$ cat config.mk
export PLATFORM = sky130hd
export DESIGN_NAME = sem_socket_event
export DESIGN_NICKNAME = d
export VERILOG_FILES = /design/src/logic/sem_pkg.sv /design/src/logic/sem_socket_event.sv
export VERILOG_INCLUDE_DIRS = /design/src /design/src/logic
export SDC_FILE = /design/constraint.sdc
export NUM_CORES = 1
export LEC_CHECK = 0
export ABC_AREA = 1
export BUFFER_PORTS_ARGS = -buffer_cell sky130_fd_sc_hd__clkbuf_2
export CAP_MARGIN = 20
export CORE_UTILIZATION = 30
export CTS_CLUSTER_DIAMETER = 150
export DETAILED_ROUTE_END_ITERATION = 6
export PLACE_DENSITY_LB_ADDON = 0.05
export SLEW_MARGIN = 5
export SYNTH_ARGS = -nofsm -noshare
export SYNTH_HDL_FRONTEND = slang
export SYNTH_SLANG_ARGS = --single-unit
$ cat constraint.sdc
create_clock -name CLK -period 1.32 [get_ports CLK]
set_input_delay 0.132 -clock CLK [delete_from_list [all_inputs] [get_ports CLK]]
set_output_delay 0.132 -clock CLK [all_outputs]
set_load 0.03 [all_outputs]
$ cat src/logic/sem_map.svh
// Offsets, field positions, reset values for the socket event block.
// Assumes inclusion by bare name from the design file only.
`ifndef SEM_MAP_SVH
`define SEM_MAP_SVH

// ----------------------------------------------------------------
// Register offsets within one socket window
// ----------------------------------------------------------------
`define SEM_OFS_FLAGS      6'h00
`define SEM_OFS_ENABLES    6'h04
`define SEM_OFS_CONDITION  6'h08
`define SEM_OFS_INJECT     6'h0c
`define SEM_OFS_CONTROL    6'h10
`define SEM_OFS_POWER      6'h20

// ----------------------------------------------------------------
// Window geometry
// ----------------------------------------------------------------
`define SEM_WIN_LSB        12
`define SEM_OFS_MSB        5

// ----------------------------------------------------------------
// Flag and enable bit positions
// ----------------------------------------------------------------
`define SEM_BIT_PWR        3
`define SEM_BIT_CD2        2
`define SEM_BIT_CD1        1
`define SEM_BIT_CSTS       0
`define SEM_CD_IRQ_ON      2'h3

// ----------------------------------------------------------------
// Other fields
// ----------------------------------------------------------------
`define SEM_BIT_PME_EN     8
`define SEM_BIT_CBCARD     5
`define SEM_CONTROL_MASK   32'h0000_00ff
`define SEM_POWER_MASK     32'h0000_0100

// ----------------------------------------------------------------
// Reset values
// ----------------------------------------------------------------
`define SEM_FLAGS_RST      4'h0
`define SEM_ENABLES_RST    4'h0
`define SEM_CONTROL_RST    32'h0000_0000
`define SEM_POWER_RST      32'h0000_0000

`endif

$ cat src/logic/sem_pkg.sv
// Types shared by the socket event block.
// Assumes nothing of its surroundings.
package sem_pkg;

	// ----------------------------------------------------------------
	// Types
	// ----------------------------------------------------------------
	typedef logic [31:0] sem_word_t;
	typedef logic [3:0]  sem_flags_t;
	typedef logic [5:0]  sem_offset_t;

endpackage : sem_pkg

$ cat src/logic/sem_socket_event.sv
// Socket event flags, enables and status-change interrupt, two sockets.
// Assumes a single-cycle memory request port already steered to this
// block, window bases from each function's base register, and card
// pins that are asynchronous to CLK.
`timescale 1ns/100ps

`include "sem_map.svh"

// Functional notes
// - Socket registers decoded at fixed window offsets.
// - Each function has its own window base.
// - Flags record change only; state read elsewhere.
// - Write one clears flag, zero keeps it.
// - Inject write sets matching flag.
// - Bus reset clears all flags unless PME is enabled.
// - Leaving card reset re-sets present status and detect events.
// - Set and enabled flag raises interrupt.
// - Power cycle change sets flag bit three.
// - Detect two change sets flag bit two.
// - Detect one change sets flag bit one.
// - 32-bit card: status rising edge only.
// - 16-bit card: status both edges.
// - Upper bits read zero, ignore writes.
// - PME enabled: only global reset clears context.
// - Enables never stop flags from setting.
// - Enable bit three gates power cycle.
// - Detect enable active only at 11.
// - Enable bit zero gates card status.
module sem_socket_event
(
	input  wire logic              CLK,
	input  wire logic              ARST_N,
	input  wire logic              BUS_RESET_N,
	input  wire sem_pkg::sem_word_t SOCK_BASE_0,
	input  wire sem_pkg::sem_word_t SOCK_BASE_1,
	input  wire logic              MEM_REQ,
	input  wire logic              MEM_WE,
	input  wire logic [3:0]        MEM_BE,
	input  wire sem_pkg::sem_word_t MEM_ADDR,
	input  wire sem_pkg::sem_word_t MEM_WDATA,
	output logic                   MEM_HIT,
	output logic                   MEM_ACK,
	output sem_pkg::sem_word_t     MEM_RDATA,
	input  wire logic [1:0]        POWER_CYCLE_STATE,
	input  wire logic [1:0]        CARD_DETECT_ONE_STATE,
	input  wire logic [1:0]        CARD_DETECT_TWO_STATE,
	input  wire logic [1:0]        CARD_STATUS_STATE,
	input  wire logic [1:0]        CARD_IS_32BIT,
	input  wire logic [1:0]        CARD_RESET_N,
	output logic [1:0]             STATUS_CHANGE_INTERRUPT
);

	// ----------------------------------------------------------------
	// Helpers
	// ----------------------------------------------------------------
	function automatic logic win_hit
	(
		input sem_pkg::sem_word_t addr,
		input sem_pkg::sem_word_t base
	);
		win_hit = (addr[31:`SEM_WIN_LSB] == base[31:`SEM_WIN_LSB]);
	endfunction : win_hit

	function automatic logic irq_gate
	(
		input sem_pkg::sem_flags_t flags,
		input sem_pkg::sem_flags_t en
	);
		logic cd_on;
		cd_on = (en[`SEM_BIT_CD2:`SEM_BIT_CD1] == `SEM_CD_IRQ_ON);
		irq_gate = (flags[`SEM_BIT_PWR] & en[`SEM_BIT_PWR])
			| (flags[`SEM_BIT_CSTS] & en[`SEM_BIT_CSTS])
			| ((flags[`SEM_BIT_CD2] | flags[`SEM_BIT_CD1]) & cd_on);
	endfunction : irq_gate

	// ----------------------------------------------------------------
	// Declarations
	// ----------------------------------------------------------------
	logic [1:0]          bus_rst_sync_reg;
	logic                bus_rst_act;
	logic [1:0]          pwr_s1_reg;
	logic [1:0]          pwr_s2_reg;
	logic [1:0]          pwr_old_reg;
	logic [1:0]          cd1_s1_reg;
	logic [1:0]          cd1_s2_reg;
	logic [1:0]          cd1_old_reg;
	logic [1:0]          cd2_s1_reg;
	logic [1:0]          cd2_s2_reg;
	logic [1:0]          cd2_old_reg;
	logic [1:0]          sts_s1_reg;
	logic [1:0]          sts_s2_reg;
	logic [1:0]          sts_old_reg;
	logic [1:0]          wide_s1_reg;
	logic [1:0]          wide_s2_reg;
	logic [1:0]          crst_s1_reg;
	logic [1:0]          crst_s2_reg;
	logic [1:0]          crst_old_reg;
	sem_pkg::sem_flags_t flags_reg [2];
	sem_pkg::sem_flags_t flags_next [2];
	sem_pkg::sem_flags_t enables_reg [2];
	sem_pkg::sem_word_t  control_reg [2];
	sem_pkg::sem_word_t  power_reg [2];
	sem_pkg::sem_flags_t hw_set [2];
	logic [1:0]          pme_on;
	logic [1:0]          ctx_clear;
	logic                hit_a;
	logic                hit_b;
	logic                sel;
	sem_pkg::sem_offset_t ofs;
	logic                wr_lo;
	logic [1:0]          wr_flags;
	logic [1:0]          wr_enables;
	logic [1:0]          wr_inject;
	logic [1:0]          wr_control;
	logic [1:0]          wr_power;
	sem_pkg::sem_word_t  rd_word;
	sem_pkg::sem_word_t  be_mask;

	// ----------------------------------------------------------------
	// Synchronisers
	// ----------------------------------------------------------------
	// Bus reset is a pin, so it is synchronised before it clears state
	always_ff @(posedge CLK or negedge ARST_N)
	begin
		if (!ARST_N)
		begin
			bus_rst_sync_reg <= 2'h0;
		end
		else
		begin
			bus_rst_sync_reg <= {bus_rst_sync_reg[0], BUS_RESET_N};
		end
	end

	assign bus_rst_act = ~bus_rst_sync_reg[1];

	always_ff @(posedge CLK or negedge ARST_N)
	begin
		if (!ARST_N)
		begin
			pwr_s1_reg  <= 2'h0;
			pwr_s2_reg  <= 2'h0;
			cd1_s1_reg  <= 2'h0;
			cd1_s2_reg  <= 2'h0;
			cd2_s1_reg  <= 2'h0;
			cd2_s2_reg  <= 2'h0;
			sts_s1_reg  <= 2'h0;
			sts_s2_reg  <= 2'h0;
			wide_s1_reg <= 2'h0;
			wide_s2_reg <= 2'h0;
			// Card reset idles high; a low reset value would fake a release
			crst_s1_reg <= 2'h3;
			crst_s2_reg <= 2'h3;
		end
		else
		begin
			pwr_s1_reg  <= POWER_CYCLE_STATE;
			pwr_s2_reg  <= pwr_s1_reg;
			cd1_s1_reg  <= CARD_DETECT_ONE_STATE;
			cd1_s2_reg  <= cd1_s1_reg;
			cd2_s1_reg  <= CARD_DETECT_TWO_STATE;
			cd2_s2_reg  <= cd2_s1_reg;
			sts_s1_reg  <= CARD_STATUS_STATE;
			sts_s2_reg  <= sts_s1_reg;
			wide_s1_reg <= CARD_IS_32BIT;
			wide_s2_reg <= wide_s1_reg;
			crst_s1_reg <= CARD_RESET_N;
			crst_s2_reg <= crst_s1_reg;
		end
	end

	// ----------------------------------------------------------------
	// Change detection
	// ----------------------------------------------------------------
	always_ff @(posedge CLK or negedge ARST_N)
	begin
		if (!ARST_N)
		begin
			pwr_old_reg  <= 2'h0;
			cd1_old_reg  <= 2'h0;
			cd2_old_reg  <= 2'h0;
			sts_old_reg  <= 2'h0;
			crst_old_reg <= 2'h3;
		end
		else
		begin
			pwr_old_reg  <= pwr_s2_reg;
			cd1_old_reg  <= cd1_s2_reg;
			cd2_old_reg  <= cd2_s2_reg;
			sts_old_reg  <= sts_s2_reg;
			crst_old_reg <= crst_s2_reg;
		end
	end

	// Flags only note that something moved; the level stays readable
	// in the condition register
	always_comb
	begin
		for (int s = 0; s < 2; s++)
		begin
			hw_set[s] = 4'h0;
			hw_set[s][`SEM_BIT_PWR] = pwr_s2_reg[s] ^ pwr_old_reg[s];
			hw_set[s][`SEM_BIT_CD2] = cd2_s2_reg[s] ^ cd2_old_reg[s];
			hw_set[s][`SEM_BIT_CD1] = cd1_s2_reg[s] ^ cd1_old_reg[s];
			if (wide_s2_reg[s])
			begin
				hw_set[s][`SEM_BIT_CSTS] = sts_s2_reg[s] & ~sts_old_reg[s];
			end
			else
			begin
				hw_set[s][`SEM_BIT_CSTS] = sts_s2_reg[s] ^ sts_old_reg[s];
			end
			// Status and detects still present when the card leaves reset
			if (crst_s2_reg[s] & ~crst_old_reg[s])
			begin
				hw_set[s][`SEM_BIT_CSTS] = hw_set[s][`SEM_BIT_CSTS]
					| sts_s2_reg[s];
				hw_set[s][`SEM_BIT_CD1] = hw_set[s][`SEM_BIT_CD1]
					| cd1_s2_reg[s];
				hw_set[s][`SEM_BIT_CD2] = hw_set[s][`SEM_BIT_CD2]
					| cd2_s2_reg[s];
			end
		end
	end

	// ----------------------------------------------------------------
	// Window decode
	// ----------------------------------------------------------------
	assign hit_a = win_hit(MEM_ADDR, SOCK_BASE_0);
	assign hit_b = win_hit(MEM_ADDR, SOCK_BASE_1) & ~hit_a;
	assign sel   = hit_b;
	assign ofs   = MEM_ADDR[`SEM_OFS_MSB:0];
	assign wr_lo = MEM_REQ & MEM_WE & MEM_BE[0];

	always_comb
	begin
		for (int s = 0; s < 2; s++)
		begin
			logic mine;
			mine = (s == 0) ? hit_a : hit_b;
			wr_flags[s]   = wr_lo & mine & (ofs == `SEM_OFS_FLAGS);
			wr_enables[s] = wr_lo & mine & (ofs == `SEM_OFS_ENABLES);
			wr_inject[s]  = wr_lo & mine & (ofs == `SEM_OFS_INJECT);
			wr_control[s] = MEM_REQ & MEM_WE & mine
				& (ofs == `SEM_OFS_CONTROL);
			wr_power[s]   = MEM_REQ & MEM_WE & mine
				& (ofs == `SEM_OFS_POWER);
		end
	end

	assign be_mask = {{8{MEM_BE[3]}}, {8{MEM_BE[2]}},
		{8{MEM_BE[1]}}, {8{MEM_BE[0]}}};

	// ----------------------------------------------------------------
	// Event flags
	// ----------------------------------------------------------------
	always_comb
	begin
		for (int s = 0; s < 2; s++)
		begin
			flags_next[s] = flags_reg[s];
			if (wr_flags[s])
			begin
				flags_next[s] = flags_next[s] & ~MEM_WDATA[3:0];
			end
			// Setting after clearing: an event in the clear cycle survives
			flags_next[s] = flags_next[s] | hw_set[s];
			if (wr_inject[s])
			begin
				flags_next[s] = flags_next[s] | MEM_WDATA[3:0];
			end
		end
	end

	always_comb
	begin
		for (int s = 0; s < 2; s++)
		begin
			pme_on[s]    = power_reg[s][`SEM_BIT_PME_EN];
			ctx_clear[s] = bus_rst_act & ~pme_on[s];
		end
	end

	always_ff @(posedge CLK or negedge ARST_N)
	begin
		if (!ARST_N)
		begin
			flags_reg[0] <= `SEM_FLAGS_RST;
			flags_reg[1] <= `SEM_FLAGS_RST;
		end
		else
		begin
			for (int s = 0; s < 2; s++)
			begin
				if (ctx_clear[s])
				begin
					flags_reg[s] <= `SEM_FLAGS_RST;
				end
				else
				begin
					flags_reg[s] <= flags_next[s];
				end
			end
		end
	end

	// ----------------------------------------------------------------
	// Enables, control, power management
	// ----------------------------------------------------------------
	always_ff @(posedge CLK or negedge ARST_N)
	begin
		if (!ARST_N)
		begin
			enables_reg[0] <= `SEM_ENABLES_RST;
			enables_reg[1] <= `SEM_ENABLES_RST;
		end
		else
		begin
			for (int s = 0; s < 2; s++)
			begin
				if (ctx_clear[s])
				begin
					enables_reg[s] <= `SEM_ENABLES_RST;
				end
				else if (wr_enables[s])
				begin
					enables_reg[s] <= MEM_WDATA[3:0];
				end
			end
		end
	end

	// Control keeps only its low byte here; its fields are decoded elsewhere
	always_ff @(posedge CLK or negedge ARST_N)
	begin
		if (!ARST_N)
		begin
			control_reg[0] <= `SEM_CONTROL_RST;
			control_reg[1] <= `SEM_CONTROL_RST;
		end
		else
		begin
			for (int s = 0; s < 2; s++)
			begin
				if (ctx_clear[s])
				begin
					control_reg[s] <= `SEM_CONTROL_RST;
				end
				else if (wr_control[s])
				begin
					control_reg[s] <= ((MEM_WDATA & be_mask)
						| (control_reg[s] & ~be_mask)) & `SEM_CONTROL_MASK;
				end
			end
		end
	end

	// Only the global reset clears this, or PME enable would be lost
	always_ff @(posedge CLK or negedge ARST_N)
	begin
		if (!ARST_N)
		begin
			power_reg[0] <= `SEM_POWER_RST;
			power_reg[1] <= `SEM_POWER_RST;
		end
		else
		begin
			for (int s = 0; s < 2; s++)
			begin
				if (wr_power[s])
				begin
					power_reg[s] <= ((MEM_WDATA & be_mask)
						| (power_reg[s] & ~be_mask)) & `SEM_POWER_MASK;
				end
			end
		end
	end

	// ----------------------------------------------------------------
	// Interrupt
	// ----------------------------------------------------------------
	always_ff @(posedge CLK or negedge ARST_N)
	begin
		if (!ARST_N)
		begin
			STATUS_CHANGE_INTERRUPT <= 2'h0;
		end
		else
		begin
			for (int s = 0; s < 2; s++)
			begin
				STATUS_CHANGE_INTERRUPT[s] <=
					irq_gate(flags_reg[s], enables_reg[s]);
			end
		end
	end

	// ----------------------------------------------------------------
	// Read path
	// ----------------------------------------------------------------
	always_comb
	begin
		rd_word = 32'h0000_0000;
		unique case (ofs)
			`SEM_OFS_FLAGS:
			begin
				rd_word[3:0] = flags_reg[sel];
			end
			`SEM_OFS_ENABLES:
			begin
				rd_word[3:0] = enables_reg[sel];
			end
			`SEM_OFS_CONDITION:
			begin
				rd_word[`SEM_BIT_PWR]    = pwr_s2_reg[sel];
				rd_word[`SEM_BIT_CD2]    = cd2_s2_reg[sel];
				rd_word[`SEM_BIT_CD1]    = cd1_s2_reg[sel];
				rd_word[`SEM_BIT_CSTS]   = sts_s2_reg[sel];
				rd_word[`SEM_BIT_CBCARD] = wide_s2_reg[sel];
			end
			`SEM_OFS_CONTROL:
			begin
				rd_word = control_reg[sel];
			end
			`SEM_OFS_POWER:
			begin
				rd_word = power_reg[sel];
			end
			default:
			begin
				rd_word = 32'h0000_0000;
			end
		endcase
	end

	// Answer one cycle after the request; unmapped offsets read zero
	always_ff @(posedge CLK or negedge ARST_N)
	begin
		if (!ARST_N)
		begin
			MEM_ACK   <= 1'b0;
			MEM_RDATA <= 32'h0000_0000;
		end
		else
		begin
			MEM_ACK <= MEM_REQ & (hit_a | hit_b);
			if (MEM_REQ & ~MEM_WE & (hit_a | hit_b))
			begin
				MEM_RDATA <= rd_word;
			end
		end
	end

	assign MEM_HIT = hit_a | hit_b;

endmodule : sem_socket_event

# [After elaboration in Yosys (flattened, before gate mapping)]
# Index checks and enable logic that the tools add are counted.
[word_totals] memories=0 latch_bits=0 out_inout_bits=36 rom_bits=0 mem_bits_rw=0 register_bits=153
[op_classes] bitwise_logic=80 eq_ne=9 n_addsub=0 n_div=0 shift=0 mux=44 reduce_logical=5 order_cmp=2 mul=0
[ops] op="32-bit two-way mux" n=9
[ops] op="4-bit two-way mux" n=16
[ops] op="26-bit one-hot mux with 2 select lines" n=1
[ops] op="20-bit equality test" n=2
[ops] op="1-bit bitwise AND" n=32
[ops] op="9-bit bitwise AND" n=3
[ops] op="4-bit one-hot mux with 5 select lines" n=1
[ops] op="9-bit bitwise OR" n=2
[ops] op="8-bit bitwise AND" n=2
[ops] op="4-bit bitwise OR" n=4
[ops] op="8-bit bitwise OR" n=2
[ops] op="1-bit bitwise OR" n=13
[ops] op="6-bit by 4-bit equality test with 1-bit output (second input constant)" n=2
[ops] op="1-bit two-way mux" n=12
[ops] op="9-bit two-way mux" n=1
[ops] op="1-bit inverter" n=9
[ops] op="9-bit inverter" n=1
[ops] op="4-bit bitwise AND" n=2
[ops] op="2-bit nonzero test" n=4
[ops] op="1-bit XOR" n=8
[ops] op="6-bit by 3-bit equality test with 1-bit output (second input constant)" n=1
[ops] op="6-bit by 5-bit equality test with 1-bit output (second input constant)" n=1
[ops] op="6-bit equality test (second input constant)" n=1
[ops] op="6-bit zero test" n=1
[ops] op="other kinds (8)" n=10

# [Depth between registers and ports, before layout]
[logic_depth] word_depth=10 ltp_mapped=15 ltp_nobuf=14

# [Worst setup path after synthesis]
# Ideal clock, no wire load.
[synth_timing] path_type="input to register" from="input port MEM_ADDR[13]" to="register MEM_RDATA[4]" stages=10 arrival_time_ns=1.434 path_buffers=1 slack_ns=-0.235 required_time_ns=1.199 cell_sequence="nor2_1 -> nor2_1 -> nor2_1 -> nand2_1 -> nor2_1 -> nand3_2 -> buf_6 -> o21ai_2 -> nand3_4 -> a22o_1"
[synth_via] word_cells_on_any_way=11 classes_between="eq/ne: 2; mux: 4; bitwise: 5"
[synth_rtl] item="from (decl)" line="sem_socket_event.sv:39" text="input wire sem_pkg::sem_word_t MEM_ADDR,"
[synth_rtl] item="20-bit equality test" line="sem_socket_event.sv:61" text="win_hit = (addr[31:`SEM_WIN_LSB] == base[31:`SEM_WIN_LSB]);"
[synth_rtl] item="1-bit inverter" line="sem_socket_event.sv:230" text="assign hit_b = win_hit(MEM_ADDR, SOCK_BASE_1) & ~hit_a;"
[synth_rtl] item="1-bit bitwise AND" line="sem_socket_event.sv:230"
[synth_rtl] item="1-bit bitwise OR *"
[synth_rtl] item="net MEM_HIT" line="sem_socket_event.sv:41" text="output logic MEM_HIT,"
[synth_rtl] item="1-bit bitwise AND *" line="sem_socket_event.sv:447" text="if (MEM_REQ & ~MEM_WE & (hit_a | hit_b))"
[synth_rtl] item="to (signal assigned)" line="sem_socket_event.sv:449" text="MEM_RDATA <= rd_word;"
[synth_rtl] item="to (decl)" line="sem_socket_event.sv:43" text="output sem_pkg::sem_word_t MEM_RDATA,"
# Mark *: on every way through the listed nets, which the timed path passes. The rest lies on a longest branch. The select of a mux whose other input is x is not followed.
# A chain may end at the register's enable or synchronous reset.

# [Final worst setup path]
[layout_timing] from="input port SOCK_BASE_1[18]" to="output port MEM_HIT"
[layout_via] elab_chain_cells=3
[layout_lines] item="from (decl)" line="sem_socket_event.sv:35" text="input wire sem_pkg::sem_word_t SOCK_BASE_1,"
[layout_lines] item="20-bit equality test" line="sem_socket_event.sv:61"
[layout_lines] item="1-bit bitwise AND" line="sem_socket_event.sv:230"
[layout_lines] item="1-bit bitwise OR" line="sem_socket_event.sv:454" text="assign MEM_HIT = hit_a | hit_b;"
[layout_lines] item="to (decl)" line="sem_socket_event.sv:41"
# No other way between the ends.

==> results.json <==
{
  "status": "complete, but fails checks",
  "failed_checks": "setup timing",
  "dp_hpwl_um": 9801,
  "synthToLayoutAreaGrowth_pct": 43.50,
  "hold_depth": 3,
  "crit_path_start_kind": "primary input",
  "vias_per_cell": 4.415,
  "synth.area.top_cells": "dfrtp_1 (41%), nand2_1 (12%), inv_1 (8.2%)",
  "dpl_cell_area_um2": 5718,
  "p_leak_nw": 3.562,
  "netlist.top_cell.by_area": "dfrtp_1",
  "crit_fanout": 2,
  "avgSynthCellArea_um2": 7.750,
  "drive_above_1_share_pct": 34.44,
  "yosysSeqAreaShare_pct": 44.14,
  "final_cells": 969,
  "ys_ff_latch": 82,
  "final_util_pct": 44.04,
  "arrival_ps": 1430,
  "p_seq_share_pct": 42.8,
  "clock_tree.root_cell": "clkbuf_16",
  "crit_required_ps": 1190,
  "vias": 4278,
  "wl_per_cell_um": 13.49,
  "largest_reg_flops": 16,
  "fin_crit_sh_pct": 118.5,
  "place_ws_ps": -577.7,
  "finalHoldViolations": 0,
  "synth_flop_cell": "dfrtp_1",
  "yosysWarnings": 0,
  "clkPwrFrac_pct": 43.9,
  "place.gp.congestion": 0.8595,
  "fp.dieW_um": 126.7,
  "drv_slew": 0,
  "antenna_found_initial": 0,
  "r2r-start": "sts_s2_reg[0]$_DFF_PN0_",
  "fin_skew_ps": 7.006,
  "synth_area_um2": 4666,
  "final_cell_mix": "nand2_1 (138), inv_1 (102), clkbuf_2 (97), dfrtp_1 (76), nor2_1 (38)",
  "synth_top_area_share_pct": 40.76,
  "hp-start": "MEM_WDATA[8]",
  "cts_num_sinks": 82,
  "fmax_ghz": 0.6392,
  "timing.final.ws_setup_ps": -244.5,
  "regToRegEndpoint": "flags_reg[4]$_DFF_PN0_",
  "clk_transition_reported_paths_ps": 60,
  "detail-route-antenna-nets": 0,
  "p_int_mw": 4.431,
  "setup_viol_count_final": 36,
  "first_iter_violations": 194,
  "synth_edf_count": 0,
  "grt_pass1_vias": 4220,
  "syn_inst": 602,
  "ir_drop_mv": 1.087,
  "swShare_pct": 26.97,
  "regToRegSetupSlack_ps": -20,
  "die_height_um": 126.7,
  "multi_input_area_um2": 2384,
  "portBuffers": 106,
  "htree_levels": 3,
  "async_flop_share_pct": 100.0,
  "cp-end-kind": "primary output",
  "firstDrtPassIters": 4,
  "final.setup.tns_ps": -4742,
  "synth_cell_type_count": 43,
  "clockBufferDepth": 2,
  "n_antenna_cell": 0,
  "final_area_um2": 6695,
  "switchingPower_mw": 1.636,
  "fp-row-count": 45,
  "grt_setup_unrepaired": "true",
  "min_period_ps": 1565,
  "drc": 0,
  "hold_path.class": "primary input to flip-flop",
  "top_level_ports": 185,
  "pwr-share-comb_pct": 13.3,
  "grt_max_degree": 83,
  "routed_wl_um": 13080,
  "finalPower_mw": 6.067,
  "hold-worst-slack_ps": 28.94,
  "layout_commonest_cell": "nand2_1",
  "cts_tree": "done",
  "reg2reg_depth": 5,
  "dieArea_um2": 16060,
  "cts_buffers": 9,
  "cap_viol_max_count": 0,
  "powerDensity_nw_per_um2": 906.2,
  "clk_latency_ps": 350,
  "place_inst": 924,
  "finalNetCount": 931,
  "final-seq-area_um2": 2059,
  "grt_pass1_wl_um": 21290,
  "critPathKind": "primary input to primary output",
  "grt-ovfl-total": 0,
  "initial_core_util_pct": 30.69,
  "core_area_um2": 15200,
  "nFillCells": 1573,
  "track_usage_pct": 17.41
}
## routing by layer
| layer | up-vias | track usage (%) | routed length, um | share of wire (%) |
|---|---|---|---|---|
| li1 | 2210 | - | - | - |
| met1 | 1954 | 22.23 | 5769 | 44 |
| met2 | 102 | 29.35 | 6448 | 49 |
| met3 | 12 | 4.302 | 657 | 5.0 |
| met4 | 0 | 4.762 | 199 | 1.5 |
| met5 | - | 0 | 0 | 0 |
## logic make-up after synthesis
logic type | count (synthesis) | share of synthesized area, %
xor gates and xnor gates | 21 | 3.942
AOI/OAI and AO/OA | 80 | 10.38
buffers and inverters | 143 | 13.97
DFF | 82 | 44.14
other | 1 | 0.08037
adders and majority gates | 6 | 1.609
and+or+nand+nor | 269 | 25.88
## worst max-delay path by stage
stage / startpoint / end / slack [ps] / cells after the start
6_report: SOCK_BASE_1[18] / MEM_HIT / -240 / 10
4_1_cts: MEM_ADDR[21] / MEM_HIT / -130 / 10
3_5_place_dp: MEM_ADDR[18] / enables_reg[3]$_DFFE_PN0P_ / -580 / 13
5_1_grt: MEM_ADDR[15] / control_reg[7]$_DFFE_PN0P_ / -300 / 12
3_3_place_gp: MEM_ADDR[18] / enables_reg[3]$_DFFE_PN0P_ / -540 / 13
2_1_floorplan: SOCK_BASE_1[12] / MEM_RDATA[4]$_DFFE_PN0P_ / -170 / 11
## power by group through the flow
stage | combinational [mW] | clock, mW | sequential [mW]
2_1_floorplan | 0.426 | 0 | 2.64
3_3_place_gp | 0.715 | 0 | 2.64
3_5_place_dp | 0.723 | 0 | 2.64
4_1_cts | 0.780 | 2.75 | 2.60
5_1_grt | 0.905 | 2.84 | 2.60
6_report | 0.809 | 2.66 | 2.60
## critical path: stages
cell and delay [ps]:
clkbuf_2 100, xnor2_2 170, nand2_1 80, nor2_2 120, nand3_2 120, buf_4 160, buf_4 130, o21ai_4 160
buf_6 110, clkbuf_8 140
## cells in the mapped netlist (2+ instances only)
library cell / instances
inv_1: 102
o221ai_1: 2
o21ai_0: 10
nand3_1: 35
xnor2_1: 20
o21ai_1: 14
nor2_4: 2
nor2_1: 50
dfrtp_1: 76
clkinv_1: 3
nand2_1: 153
o22ai_1: 19
a21oi_1: 21
buf_6: 3
nand3_2: 6
nand4_1: 9
a22o_1: 3
nor2_2: 4
buf_2: 5
buf_4: 23
dfstp_2: 6
o211ai_1: 2
o21a_1: 4
inv_2: 5
ha_1: 6
a221oi_1: 2
## area by class of cell
class                      count  share of cell area, %
sequential                    82                  30.76
timing repair buffer         173                  19.21
clock buffer                   9                  3.364
clock inverter                 7                  1.308
tap                          188                  3.513
inverter                     110                  6.242
multi-input combinational    400                  35.60
## what timing repair did
item | in CTS | in global routing
gates cloned | 1 | 1
pin swaps | 13 | 33
resized for setup | 35 | 58
endpoints found under the setup margin | 42 | 44
setup buffers | 8 | 5
endpoints found under the hold margin | 89 | 0
hold buffers | 14 | 0
(Power assumes the default switching activity.)
